[src/twm_defs.svh]
// Register offsets, field positions, reset values and timing counts.
`ifndef TWM_DEFS_SVH
`define TWM_DEFS_SVH

// ********************************************************************
// Register offsets
// ********************************************************************
`define TWM_OFF_CTRL 3'h0
`define TWM_OFF_STATUS 3'h1
`define TWM_OFF_RATE 3'h2
`define TWM_OFF_DATA 3'h3
`define TWM_OFF_IRQ_ST 3'h4
`define TWM_OFF_IRQ_MASK 3'h5
`define TWM_OFF_ROLE 3'h6

// ********************************************************************
// Control register fields
// ********************************************************************
`define TWM_CTRL_FLAG 7
`define TWM_CTRL_ACKEN 6
`define TWM_CTRL_STA 5
`define TWM_CTRL_STO 4
`define TWM_CTRL_WCOL 3
`define TWM_CTRL_EN 2

// ********************************************************************
// Interrupt status fields and role permit fields
// ********************************************************************
`define TWM_IRQ_DONE 0
`define TWM_IRQ_WCOL 1
`define TWM_IRQ_NACK 2
`define TWM_IRQ_LOST 3
`define TWM_ROLE_MT 0
`define TWM_ROLE_MR 1
`define TWM_ROLE_ST 2
`define TWM_ROLE_SR 3

// ********************************************************************
// Status codes and masks
// ********************************************************************
`define TWM_CODE_MASK 8'hF8
`define TWM_CODE_START 8'h08
`define TWM_CODE_RSTART 8'h10
`define TWM_CODE_AW_ACK 8'h18
`define TWM_CODE_AW_NACK 8'h20
`define TWM_CODE_TX_ACK 8'h28
`define TWM_CODE_TX_NACK 8'h30
`define TWM_CODE_LOST 8'h38
`define TWM_CODE_AR_ACK 8'h40
`define TWM_CODE_AR_NACK 8'h48
`define TWM_CODE_RX_ACK 8'h50
`define TWM_CODE_RX_NACK 8'h58
`define TWM_CODE_NONE 8'hF8

// ********************************************************************
// Reset values and timing
// ********************************************************************
`define TWM_RATE_RST 8'h00
`define TWM_ROLE_RST 4'hF
`define TWM_QTR_BASE 18'h00004
`define TWM_LAST_BIT 4'h8

`endif

[src/twm_pkg.sv]
// Types shared by the two-wire master engine.
package twm_pkg;

  typedef logic [2:0] twm_addr_t;
  typedef logic [7:0] twm_byte_t;

  typedef enum logic [3:0] {
    TWM_IDLE, TWM_HOLD, TWM_LOSTW, TWM_STA1, TWM_STA2, TWM_STA3,
    TWM_BIT, TWM_STO1, TWM_STO2, TWM_STO3
  } twm_state_t;

  typedef enum logic [1:0] {
    TWM_K_ADDR, TWM_K_TX, TWM_K_RX
  } twm_kind_t;

endpackage

[src/twm_sync.sv]
// Two flip-flop synchroniser for inputs from outside the clock domain.
`timescale 1ns/1ps
module twm_sync #(
  parameter int W = 1
) (
  // Clock and reset
  input wire logic clk_i,
  input wire logic arst_n_i,
  // Data
  input wire logic [W-1:0] d_i,
  output logic [W-1:0] q_o
);
  logic [W-1:0] meta_q;

  always_ff @(posedge clk_i or negedge arst_n_i) begin
    if (!arst_n_i) begin
      meta_q <= '1;
      q_o <= '1;
    end else begin
      meta_q <= d_i;
      q_o <= meta_q;
    end
  end
endmodule

[src/twm_tick_gen.sv]
// Quarter bit-period enable pulse generator.
`timescale 1ns/1ps
`include "twm_defs.svh"
module twm_tick_gen (
  // Clock and reset
  input wire logic clk_i,
  input wire logic arst_n_i,
  // Control
  input wire logic run_i,
  input wire logic [7:0] rate_i,
  input wire logic [1:0] presc_i,
  // Enable pulse
  output logic tick_o
);
  logic [17:0] cnt_q;
  logic [17:0] lim;

  // Each prescaler step multiplies the quarter period by four.
  assign lim = (({8'h00, rate_i, 2'b00} + `TWM_QTR_BASE) << {presc_i, 1'b0});

  always_ff @(posedge clk_i or negedge arst_n_i) begin
    if (!arst_n_i) begin
      cnt_q <= 18'h00000;
      tick_o <= 1'b0;
    end else if (!run_i) begin
      cnt_q <= 18'h00000;
      tick_o <= 1'b0;
    end else if (cnt_q >= lim) begin
      cnt_q <= 18'h00000;
      tick_o <= 1'b1;
    end else begin
      cnt_q <= cnt_q + 18'h00001;
      tick_o <= 1'b0;
    end
  end
endmodule

[src/twm_master.sv]
// Two-wire serial master engine with register port and interrupt.
//
// Decided for this implementation: strobed register access and the placing of the registers.
`timescale 1ns/1ps
`include "twm_defs.svh"
module twm_master (
  // Clock and reset
  input wire logic clk_i,
  input wire logic arst_n_i,
  // Register port
  input wire twm_pkg::twm_addr_t addr_i,
  input wire twm_pkg::twm_byte_t wdata_i,
  input wire logic we_i,
  input wire logic re_i,
  output twm_pkg::twm_byte_t rdata_o,
  // Interrupt
  output logic irq_o,
  // Bus clock line
  input wire logic scl_i,
  output logic scl_o,
  output logic scl_oe_o,
  // Bus data line
  input wire logic sda_i,
  output logic sda_o,
  output logic sda_oe_o
);
  import twm_pkg::*;

  // ******************************************************************
  // Declarations
  // ******************************************************************
  twm_state_t state_q;
  twm_kind_t kind_q;
  logic [1:0] ph_q;
  logic [3:0] bitn_q;
  twm_byte_t shift_q;
  twm_byte_t code_q;
  logic mode_rx_q;
  logic own_q;
  logic rep_q;
  logic ack_q;
  logic done_set_q;
  logic rx_load_q;
  logic stop_done_q;
  logic lost_ev_q;
  logic nack_ev_q;
  logic flag_q;
  logic acken_q;
  logic sta_q;
  logic sto_q;
  logic en_q;
  logic wcol_q;
  logic [1:0] presc_q;
  twm_byte_t rate_q;
  twm_byte_t data_q;
  logic [3:0] irq_st_q;
  logic [3:0] irq_mask_q;
  logic [3:0] role_q;
  logic go_q;
  logic busy_q;
  logic sclp_q;
  logic sdap_q;
  logic scl_s;
  logic sda_s;
  logic tick;
  logic drive_low;
  logic master_ok;
  logic wr_ctrl;
  logic wr_data;
  logic [3:0] irq_set;

  // ******************************************************************
  // Pin sampling and bus state
  // ******************************************************************
  twm_sync #(.W(2)) u_sync (
    .clk_i(clk_i),
    .arst_n_i(arst_n_i),
    .d_i({scl_i, sda_i}),
    .q_o({scl_s, sda_s})
  );

  twm_tick_gen u_tick (
    .clk_i(clk_i),
    .arst_n_i(arst_n_i),
    .run_i(en_q),
    .rate_i(rate_q),
    .presc_i(presc_q),
    .tick_o(tick)
  );

  // Any START on the bus, ours or another master's, marks it busy.
  always_ff @(posedge clk_i or negedge arst_n_i) begin
    if (!arst_n_i) begin
      sclp_q <= 1'b1;
      sdap_q <= 1'b1;
      busy_q <= 1'b0;
    end else begin
      sclp_q <= scl_s;
      sdap_q <= sda_s;
      if (scl_s && sclp_q && sdap_q && !sda_s) begin
        busy_q <= 1'b1;
      end else if (scl_s && sclp_q && !sdap_q && sda_s) begin
        busy_q <= 1'b0;
      end
    end
  end

  // ******************************************************************
  // Bit engine
  // ******************************************************************
  // Value to pull the data line low for the current bit.
  always_comb begin
    drive_low = 1'b0;
    if (bitn_q < `TWM_LAST_BIT) begin
      drive_low = (kind_q != TWM_K_RX) && !shift_q[7];
    end else begin
      drive_low = (kind_q == TWM_K_RX) && acken_q;
    end
  end

  assign master_ok = role_q[`TWM_ROLE_MT] | role_q[`TWM_ROLE_MR];

  always_ff @(posedge clk_i or negedge arst_n_i) begin
    if (!arst_n_i) begin
      state_q <= TWM_IDLE;
      kind_q <= TWM_K_ADDR;
      ph_q <= 2'b00;
      bitn_q <= 4'h0;
      shift_q <= 8'h00;
      code_q <= `TWM_CODE_NONE;
      mode_rx_q <= 1'b0;
      own_q <= 1'b0;
      rep_q <= 1'b0;
      ack_q <= 1'b1;
      done_set_q <= 1'b0;
      rx_load_q <= 1'b0;
      stop_done_q <= 1'b0;
      lost_ev_q <= 1'b0;
      nack_ev_q <= 1'b0;
      scl_oe_o <= 1'b0;
      sda_oe_o <= 1'b0;
    end else begin
      done_set_q <= 1'b0;
      rx_load_q <= 1'b0;
      stop_done_q <= 1'b0;
      lost_ev_q <= 1'b0;
      nack_ev_q <= 1'b0;
      if (!en_q) begin
        state_q <= TWM_IDLE;
        own_q <= 1'b0;
        code_q <= `TWM_CODE_NONE;
        scl_oe_o <= 1'b0;
        sda_oe_o <= 1'b0;
      end else begin
        unique case (state_q)
          TWM_IDLE: begin
            if (go_q && sta_q && master_ok) begin
              rep_q <= 1'b0;
              state_q <= TWM_STA1;
            end else if (go_q && sto_q) begin
              stop_done_q <= 1'b1;
            end
          end
          TWM_HOLD: begin
            // Stretching the clock gives software all the time it needs.
            scl_oe_o <= 1'b1;
            if (go_q) begin
              if (sto_q) begin
                state_q <= TWM_STO1;
              end else if (sta_q) begin
                rep_q <= 1'b1;
                state_q <= TWM_STA1;
              end else begin
                shift_q <= data_q;
                bitn_q <= 4'h0;
                ph_q <= 2'b00;
                state_q <= TWM_BIT;
                if (code_q == `TWM_CODE_START ||
                    code_q == `TWM_CODE_RSTART) begin
                  kind_q <= TWM_K_ADDR;
                  mode_rx_q <= data_q[0];
                end else if (mode_rx_q) begin
                  kind_q <= TWM_K_RX;
                end else begin
                  kind_q <= TWM_K_TX;
                end
              end
            end
          end
          TWM_LOSTW: begin
            if (go_q) begin
              rep_q <= 1'b0;
              state_q <= (sta_q && master_ok) ? TWM_STA1 : TWM_IDLE;
            end
          end
          TWM_STA1: begin
            // Release data first, then clock, so a repeated START
            // never looks like a STOP.
            if (tick) begin
              if (sda_oe_o) begin
                sda_oe_o <= 1'b0;
              end else if (scl_oe_o) begin
                scl_oe_o <= 1'b0;
              end else if (scl_s && sda_s && (!busy_q || own_q)) begin
                state_q <= TWM_STA2;
              end
            end
          end
          TWM_STA2: begin
            if (tick) begin
              sda_oe_o <= 1'b1;
              own_q <= 1'b1;
              state_q <= TWM_STA3;
            end
          end
          TWM_STA3: begin
            if (tick) begin
              scl_oe_o <= 1'b1;
              code_q <= rep_q ? `TWM_CODE_RSTART : `TWM_CODE_START;
              done_set_q <= 1'b1;
              state_q <= TWM_HOLD;
            end
          end
          TWM_BIT: begin
            if (tick) begin
              unique case (ph_q)
                2'b00: begin
                  sda_oe_o <= drive_low;
                  ph_q <= 2'b01;
                end
                2'b01: begin
                  scl_oe_o <= 1'b0;
                  ph_q <= 2'b10;
                end
                2'b10: begin
                  // A slave holding the clock low stretches this phase.
                  if (scl_s) begin
                    ph_q <= 2'b11;
                    if (bitn_q < `TWM_LAST_BIT) begin
                      shift_q <= {shift_q[6:0], sda_s};
                      if (kind_q != TWM_K_RX && shift_q[7] && !sda_s) begin
                        sda_oe_o <= 1'b0;
                        own_q <= 1'b0;
                        code_q <= `TWM_CODE_LOST;
                        done_set_q <= 1'b1;
                        lost_ev_q <= 1'b1;
                        state_q <= TWM_LOSTW;
                      end
                    end else begin
                      ack_q <= sda_s;
                    end
                  end
                end
                2'b11: begin
                  scl_oe_o <= 1'b1;
                  ph_q <= 2'b00;
                  if (bitn_q == `TWM_LAST_BIT) begin
                    done_set_q <= 1'b1;
                    state_q <= TWM_HOLD;
                    unique case (kind_q)
                      TWM_K_ADDR: begin
                        nack_ev_q <= ack_q;
                        if (mode_rx_q) begin
                          code_q <= ack_q ? `TWM_CODE_AR_NACK :
                                            `TWM_CODE_AR_ACK;
                        end else begin
                          code_q <= ack_q ? `TWM_CODE_AW_NACK :
                                            `TWM_CODE_AW_ACK;
                        end
                      end
                      TWM_K_TX: begin
                        nack_ev_q <= ack_q;
                        code_q <= ack_q ? `TWM_CODE_TX_NACK :
                                          `TWM_CODE_TX_ACK;
                      end
                      TWM_K_RX: begin
                        rx_load_q <= 1'b1;
                        code_q <= ack_q ? `TWM_CODE_RX_NACK :
                                          `TWM_CODE_RX_ACK;
                      end
                      default: begin
                        code_q <= `TWM_CODE_NONE;
                      end
                    endcase
                  end else begin
                    bitn_q <= bitn_q + 4'h1;
                  end
                end
              endcase
            end
          end
          TWM_STO1: begin
            if (tick) begin
              sda_oe_o <= 1'b1;
              state_q <= TWM_STO2;
            end
          end
          TWM_STO2: begin
            if (tick) begin
              scl_oe_o <= 1'b0;
              state_q <= TWM_STO3;
            end
          end
          TWM_STO3: begin
            if (tick && scl_s) begin
              sda_oe_o <= 1'b0;
              own_q <= 1'b0;
              stop_done_q <= 1'b1;
              code_q <= `TWM_CODE_NONE;
              rep_q <= 1'b0;
              state_q <= (sta_q && master_ok) ? TWM_STA1 : TWM_IDLE;
            end
          end
        endcase
      end
    end
  end

  // Open-drain lines only ever pull low.
  always_ff @(posedge clk_i or negedge arst_n_i) begin
    if (!arst_n_i) begin
      scl_o <= 1'b0;
      sda_o <= 1'b0;
    end else begin
      scl_o <= 1'b0;
      sda_o <= 1'b0;
    end
  end

  // ******************************************************************
  // Registers
  // ******************************************************************
  assign wr_ctrl = we_i && (addr_i == `TWM_OFF_CTRL);
  assign wr_data = we_i && (addr_i == `TWM_OFF_DATA);

  // Completion flag: hardware set wins over a software clear.
  always_ff @(posedge clk_i or negedge arst_n_i) begin
    if (!arst_n_i) begin
      flag_q <= 1'b0;
      go_q <= 1'b0;
    end else begin
      if (done_set_q) begin
        flag_q <= 1'b1;
      end else if (wr_ctrl && wdata_i[`TWM_CTRL_FLAG]) begin
        flag_q <= 1'b0;
      end
      go_q <= wr_ctrl && wdata_i[`TWM_CTRL_FLAG] &&
              wdata_i[`TWM_CTRL_EN] && !done_set_q;
    end
  end

  always_ff @(posedge clk_i or negedge arst_n_i) begin
    if (!arst_n_i) begin
      acken_q <= 1'b0;
      sta_q <= 1'b0;
      sto_q <= 1'b0;
      en_q <= 1'b0;
    end else if (wr_ctrl) begin
      acken_q <= wdata_i[`TWM_CTRL_ACKEN];
      sta_q <= wdata_i[`TWM_CTRL_STA];
      sto_q <= wdata_i[`TWM_CTRL_STO];
      en_q <= wdata_i[`TWM_CTRL_EN];
    end else if (stop_done_q) begin
      sto_q <= 1'b0;
    end
  end

  // Data register and write collision.
  always_ff @(posedge clk_i or negedge arst_n_i) begin
    if (!arst_n_i) begin
      data_q <= 8'hFF;
      wcol_q <= 1'b0;
    end else begin
      if (rx_load_q) begin
        data_q <= shift_q;
      end else if (wr_data && flag_q) begin
        data_q <= wdata_i;
      end
      if (wr_data && !flag_q) begin
        wcol_q <= 1'b1;
      end else if (wr_data) begin
        wcol_q <= 1'b0;
      end
    end
  end

  always_ff @(posedge clk_i or negedge arst_n_i) begin
    if (!arst_n_i) begin
      rate_q <= `TWM_RATE_RST;
      presc_q <= 2'b00;
      role_q <= `TWM_ROLE_RST;
      irq_mask_q <= 4'h0;
    end else if (we_i) begin
      if (addr_i == `TWM_OFF_RATE) begin
        rate_q <= wdata_i;
      end
      if (addr_i == `TWM_OFF_STATUS) begin
        presc_q <= wdata_i[1:0];
      end
      if (addr_i == `TWM_OFF_ROLE) begin
        role_q <= wdata_i[3:0];
      end
      if (addr_i == `TWM_OFF_IRQ_MASK) begin
        irq_mask_q <= wdata_i[3:0];
      end
    end
  end

  // ******************************************************************
  // Interrupts
  // ******************************************************************
  assign irq_set = {lost_ev_q, nack_ev_q, wr_data && !flag_q, done_set_q};

  // A new event in the cycle of its write-one clear keeps the bit set.
  always_ff @(posedge clk_i or negedge arst_n_i) begin
    if (!arst_n_i) begin
      irq_st_q <= 4'h0;
      irq_o <= 1'b0;
    end else begin
      if (we_i && addr_i == `TWM_OFF_IRQ_ST) begin
        irq_st_q <= (irq_st_q & ~wdata_i[3:0]) | irq_set;
      end else begin
        irq_st_q <= irq_st_q | irq_set;
      end
      irq_o <= |(irq_st_q & irq_mask_q);
    end
  end

  // ******************************************************************
  // Read port
  // ******************************************************************
  // Status shows a code only while the flag is set.
  always_ff @(posedge clk_i or negedge arst_n_i) begin
    if (!arst_n_i) begin
      rdata_o <= 8'h00;
    end else if (re_i) begin
      unique case (addr_i)
        `TWM_OFF_CTRL: rdata_o <= {flag_q, acken_q, sta_q, sto_q,
                                   wcol_q, en_q, 2'b00};
        `TWM_OFF_STATUS: rdata_o <= ((flag_q ? code_q : `TWM_CODE_NONE) &
                                     `TWM_CODE_MASK) | {6'h00, presc_q};
        `TWM_OFF_RATE: rdata_o <= rate_q;
        `TWM_OFF_DATA: rdata_o <= data_q;
        `TWM_OFF_IRQ_ST: rdata_o <= {4'h0, irq_st_q};
        `TWM_OFF_IRQ_MASK: rdata_o <= {4'h0, irq_mask_q};
        `TWM_OFF_ROLE: rdata_o <= {4'h0, role_q};
        default: rdata_o <= 8'h00;
      endcase
    end else begin
      rdata_o <= 8'h00;
    end
  end
endmodule

[config.mk]
export PLATFORM = sky130hd
export DESIGN_NAME = twm_master
export DESIGN_NICKNAME = d
export VERILOG_FILES = /design/src/twm_pkg.sv /design/src/twm_sync.sv /design/src/twm_tick_gen.sv /design/src/twm_master.sv
export VERILOG_INCLUDE_DIRS = /design/src
export SDC_FILE = /design/constraint.sdc
export NUM_CORES = 1
export LEC_CHECK = 0
export BUFFER_PORTS_ARGS = -buffer_cell sky130_fd_sc_hd__buf_4
export CAP_MARGIN = 20
export CORE_MARGIN = 4
export CORE_UTILIZATION = 35
export CTS_CLUSTER_DIAMETER = 80
export DETAILED_ROUTE_END_ITERATION = 6
export PLACE_DENSITY = 0.55
export SYNTH_ARGS = -nofsm -noshare
export SYNTH_HDL_FRONTEND = slang
export SYNTH_SLANG_ARGS = --single-unit
[constraint.sdc]
create_clock -name clk_i -period 5.3 [get_ports clk_i]
set_input_delay 1.06 -clock clk_i [delete_from_list [all_inputs] [get_ports clk_i]]
set_output_delay 1.06 -clock clk_i [all_outputs]
set_load 0.05 [all_outputs]
==> results by group <==
Global routing
  • GRT overflow: 0
  • Total Routing Usage GR: 16.21%
  • Largest net degree at the start of global routing: 73
  • Initial antenna violation count: 0
  • First-pass GRT wire length: 26.51 mm
  • Vias in the first global route: 4,974

Yosys
  • Post-Synth Adder-Cell Area: 5.041%
  • Asr flop ratio synth: 100.0%
  • Seq/Total Area, Yosys: 42.34%
  • Main synth FF type: dfrtp_1
  • Mux contribution to synthesized area: 8.666%
  • Simple-gate share of the synthesized area: 20.41%
  • Post-Synth XOR/XNOR Area: 3.121%
  • Syn avg cell area: 9.604 um2
  • Post-synth EDFFs: 0
  • YS warnings: 0
  • Synth Area in Compound Gates: 15.99%
  • Largest family of logic cells by synthesized area: simple AND/OR/NAND/NOR gates
  • Synth Instances: 672
  • Syn Std Cell Area: 0.006454 mm2
  • Synth unique cells: 75
  • Yosys reg bits: 108

Routing
  • Detailed-route via count: 4,998
  • DRC viols: 0
  • Vias per inst: 5.480
  • WL final: 15.91 mm
  • DRT iter0 DRCs: 431
  • First-pass DRT Iterations: 5
  • Routed Antenna Nets: 0
  • DR WL/cell: 17.44 um

Floorplan
  • Row count: 49
  • Die Wd: 143.8 um
  • Core area: 0.01802 mm2
  • DIE AREA: 0.02068 mm2
  • Die height: 143.8 um
  • I/O pin cnt: 30
  • Initial Util: 35.80%

STA
  • Worst Tran Pin Value: 0.9457 ns
  • Slew margin rel.: 36.95%
  • Final setup viols: 0
  • Final period util: 65.04%
  • Final Hold Viols: 0
  • Worst Skew: 0.01713 ns
  • Final min period: 3.447 ns
  • Pins Over Slew Limit: 0
  • F_max: 290.1 MHz
  • RSZ-0062 raised after global routing: false
  • Setup_tns: 0 ns

Setup path
  • Arrival @ worst endpoint: 3.67 ns
  • Worst-path cell chain: ha_1 -> and3_1 -> and3_1 -> xor2_1 -> nor2_1 -> a21oi_1 -> mux2i_1 -> ha_1 -> nand2_1 -> nor4_1 -> a21oi_1 -> o311a_1 -> nand2_1 -> nor2_1
  • R2R depth: 14
  • CP max stage cell: dfrtp_1
  • Max FO, Critical Path: 16
  • Critical path capture point type: flop
  • Critical path type: flop to flop
  • Critical path startpoint category: flop
  • CP Data Required Time: 5.53 ns
  • CP peak stage delay: 0.44 ns

Power
  • Peak supply drop: 0.0001836 V
  • Clock network fraction of total power: 27.9%
  • Switch share: 36.38%
  • Power per standard cell area: 353.7 mW/mm2
  • Internal power: 1.594 mW
  • Total Power: 2.506 mW
  • Leak: 2.987 nW
  • Combinational Power Share: 27.2%
  • Switch Pwr: 0.9116 mW
  • Sequential share of power: 44.9%

Clocking
  • # Post-CTS Setup Buffers: 0
  • TritonCTS buffer count: 9
  • Post-cts resize count: 0
  • Root buf cell: clkbuf_16
  • TritonCTS clock tree: yes
  • Bufs on Longest Clock Path: 2
  • Clock latency reported for the late side of the worst-skew pair: 0.37 ns
  • Clock transition at path regs: 0.08 ns
  • CTS HTree Levels: 3
  • Cts hold-fix bufs: 0
  • Clock Sinks: 108

Placement
  • Placed wire-length estimate: 11.55 mm
  • Final Wtd Congestion: 0.8439
  • Placed cell count: 896
  • I/O Buffers: 27

Flow run
  • Max Cap Viol: 0

Hold path
  • Worst Hold Class: flop to flop
  • Hold path cells: 0

Cells and area
  • # diodes: 0
  • Fill cells: 1,806
  • Commonest non-fill, non-tap cell in the layout: dfrtp_1
  • Fin cells: 912
  • Most frequent cells in the layout: 84 x dfrtp_1, 77 x nand2_1, 64 x nor2_1
  • Register Area: 0.002733 mm2
  • Layout cells sized above 1: 17.42%
  • Fin nets: 721
  • Area delta synth->final: 9.771%
  • Footprint of the multi-input gates: 0.003443 mm2

Outcome
  • Status: complete, no violations
==> kinds of logic (layout without fill, tap and decap cells) <==
logic type                 after synthesis  after routing
xor gates and xnor gates                23             23
AOI/OAI and AO/OA                      147            147
muxes                                   52             52
adders and majority gates               26             26
buffers and inverters                   58             68
and+or+nand+nor                        257            257
other                                    1              2
DFF                                    108            108
==> sequential cells by signal, summed over array words and instances, names as in the netlist, 5 cells and up <==
signal and count:
data_q 8, code_q 5, rdata_o 8, u_tick.cnt_q 18
shift_q 8, rate_q 8
==> cell type report <==
cell class | instances | share of cell area, %
Inverter | 22 | 1.166
Clock inverter | 7 | 1.254
Tap cell | 229 | 4.045
Clock buffer | 9 | 3.179
Sequential cell | 108 | 38.57
Multi-Input combinational cell | 507 | 48.60
Timing Repair Buffer | 30 | 3.179
==> Yosys cell counts (all sizes together), types with 9 or more instances <==
master	count	area share [%]
dfstp	24	9.8
inv	22	1.3
and3	14	1.4
a21oi	32	2.8
nor2b	10	1.1
o21ai	36	2.8
a31oi	18	1.8
nand3	23	2.1
xor2	16	2.2
a21o	10	1.3
nand2b	12	1.2
buf	18	2.0
nor2	66	3.9
nor3	12	0.93
mux2	31	5.4
dfrtp	84	33
nand2	78	4.6
mux2i	21	3.3
clkbuf	18	1.0
and2	9	0.87
ha	26	5.0
==> power groups by stage <==
stage | clock (mW) | combinational [mW] | sequential, mW
after floorplan | 0 | 0.548 | 1.09
after global placement | 0 | 0.670 | 1.13
after detailed placement | 0 | 0.683 | 1.14
after CTS | 0.723 | 0.687 | 1.12
after global routing | 0.754 | 0.759 | 1.15
final | 0.700 | 0.680 | 1.13
==> worst max-delay path: cells and delay by family, from the launching register on <==
kind / cells / cell delay, ns
AO/OA/AOI/OAI: 3 / 0.69
multiplexers: 1 / 0.11
adder cells (fa/ha/maj): 2 / 0.55
flip-flops: 1 / 0.44
AND/OR/NAND/NOR: 7 / 1.35
XOR/XNOR: 1 / 0.17
==> routing by layer <==
metal / routed length [um] / track usage [%]
met1: 7436 / 22.33
met2: 7403 / 25.72
met3: 781 / 3.095
met4: 288 / 5.401
met5: 0 / 0
==> metrics by stage <==
step                hold slack (ns)  area (um2)  utilization [%]  setup WS [ns]
floorplan                    0.3452        6457                -          2.233
global placement             0.3457        6763            37.52          1.969
detailed placement           0.3469        6770            37.56          1.850
CTS                          0.3575        7084            39.30          1.818
global route                 0.3582        7084            39.30          1.478
finish                       0.3588        7084            39.30          1.853
==> path summary, 6_finish.rpt <==
kind / startpoint / slack, ns / end
max reg2reg: rate_q[0] / 1.85 / u_tick.cnt_q[5]
min in group asynchronous: arst_n_i / 0.81 / irq_mask_q[1]
min: u_sync.meta_q[0] / 0.36 / u_sync.q_o[0]
max in group asynchronous: arst_n_i / 3.39 / u_sync.q_o[1]
max: rate_q[0] / 1.85 / u_tick.cnt_q[5]
min reg2reg: u_sync.meta_q[0] / 0.36 / u_sync.q_o[0]
Note: power is estimated with default switching activity, not from simulation.
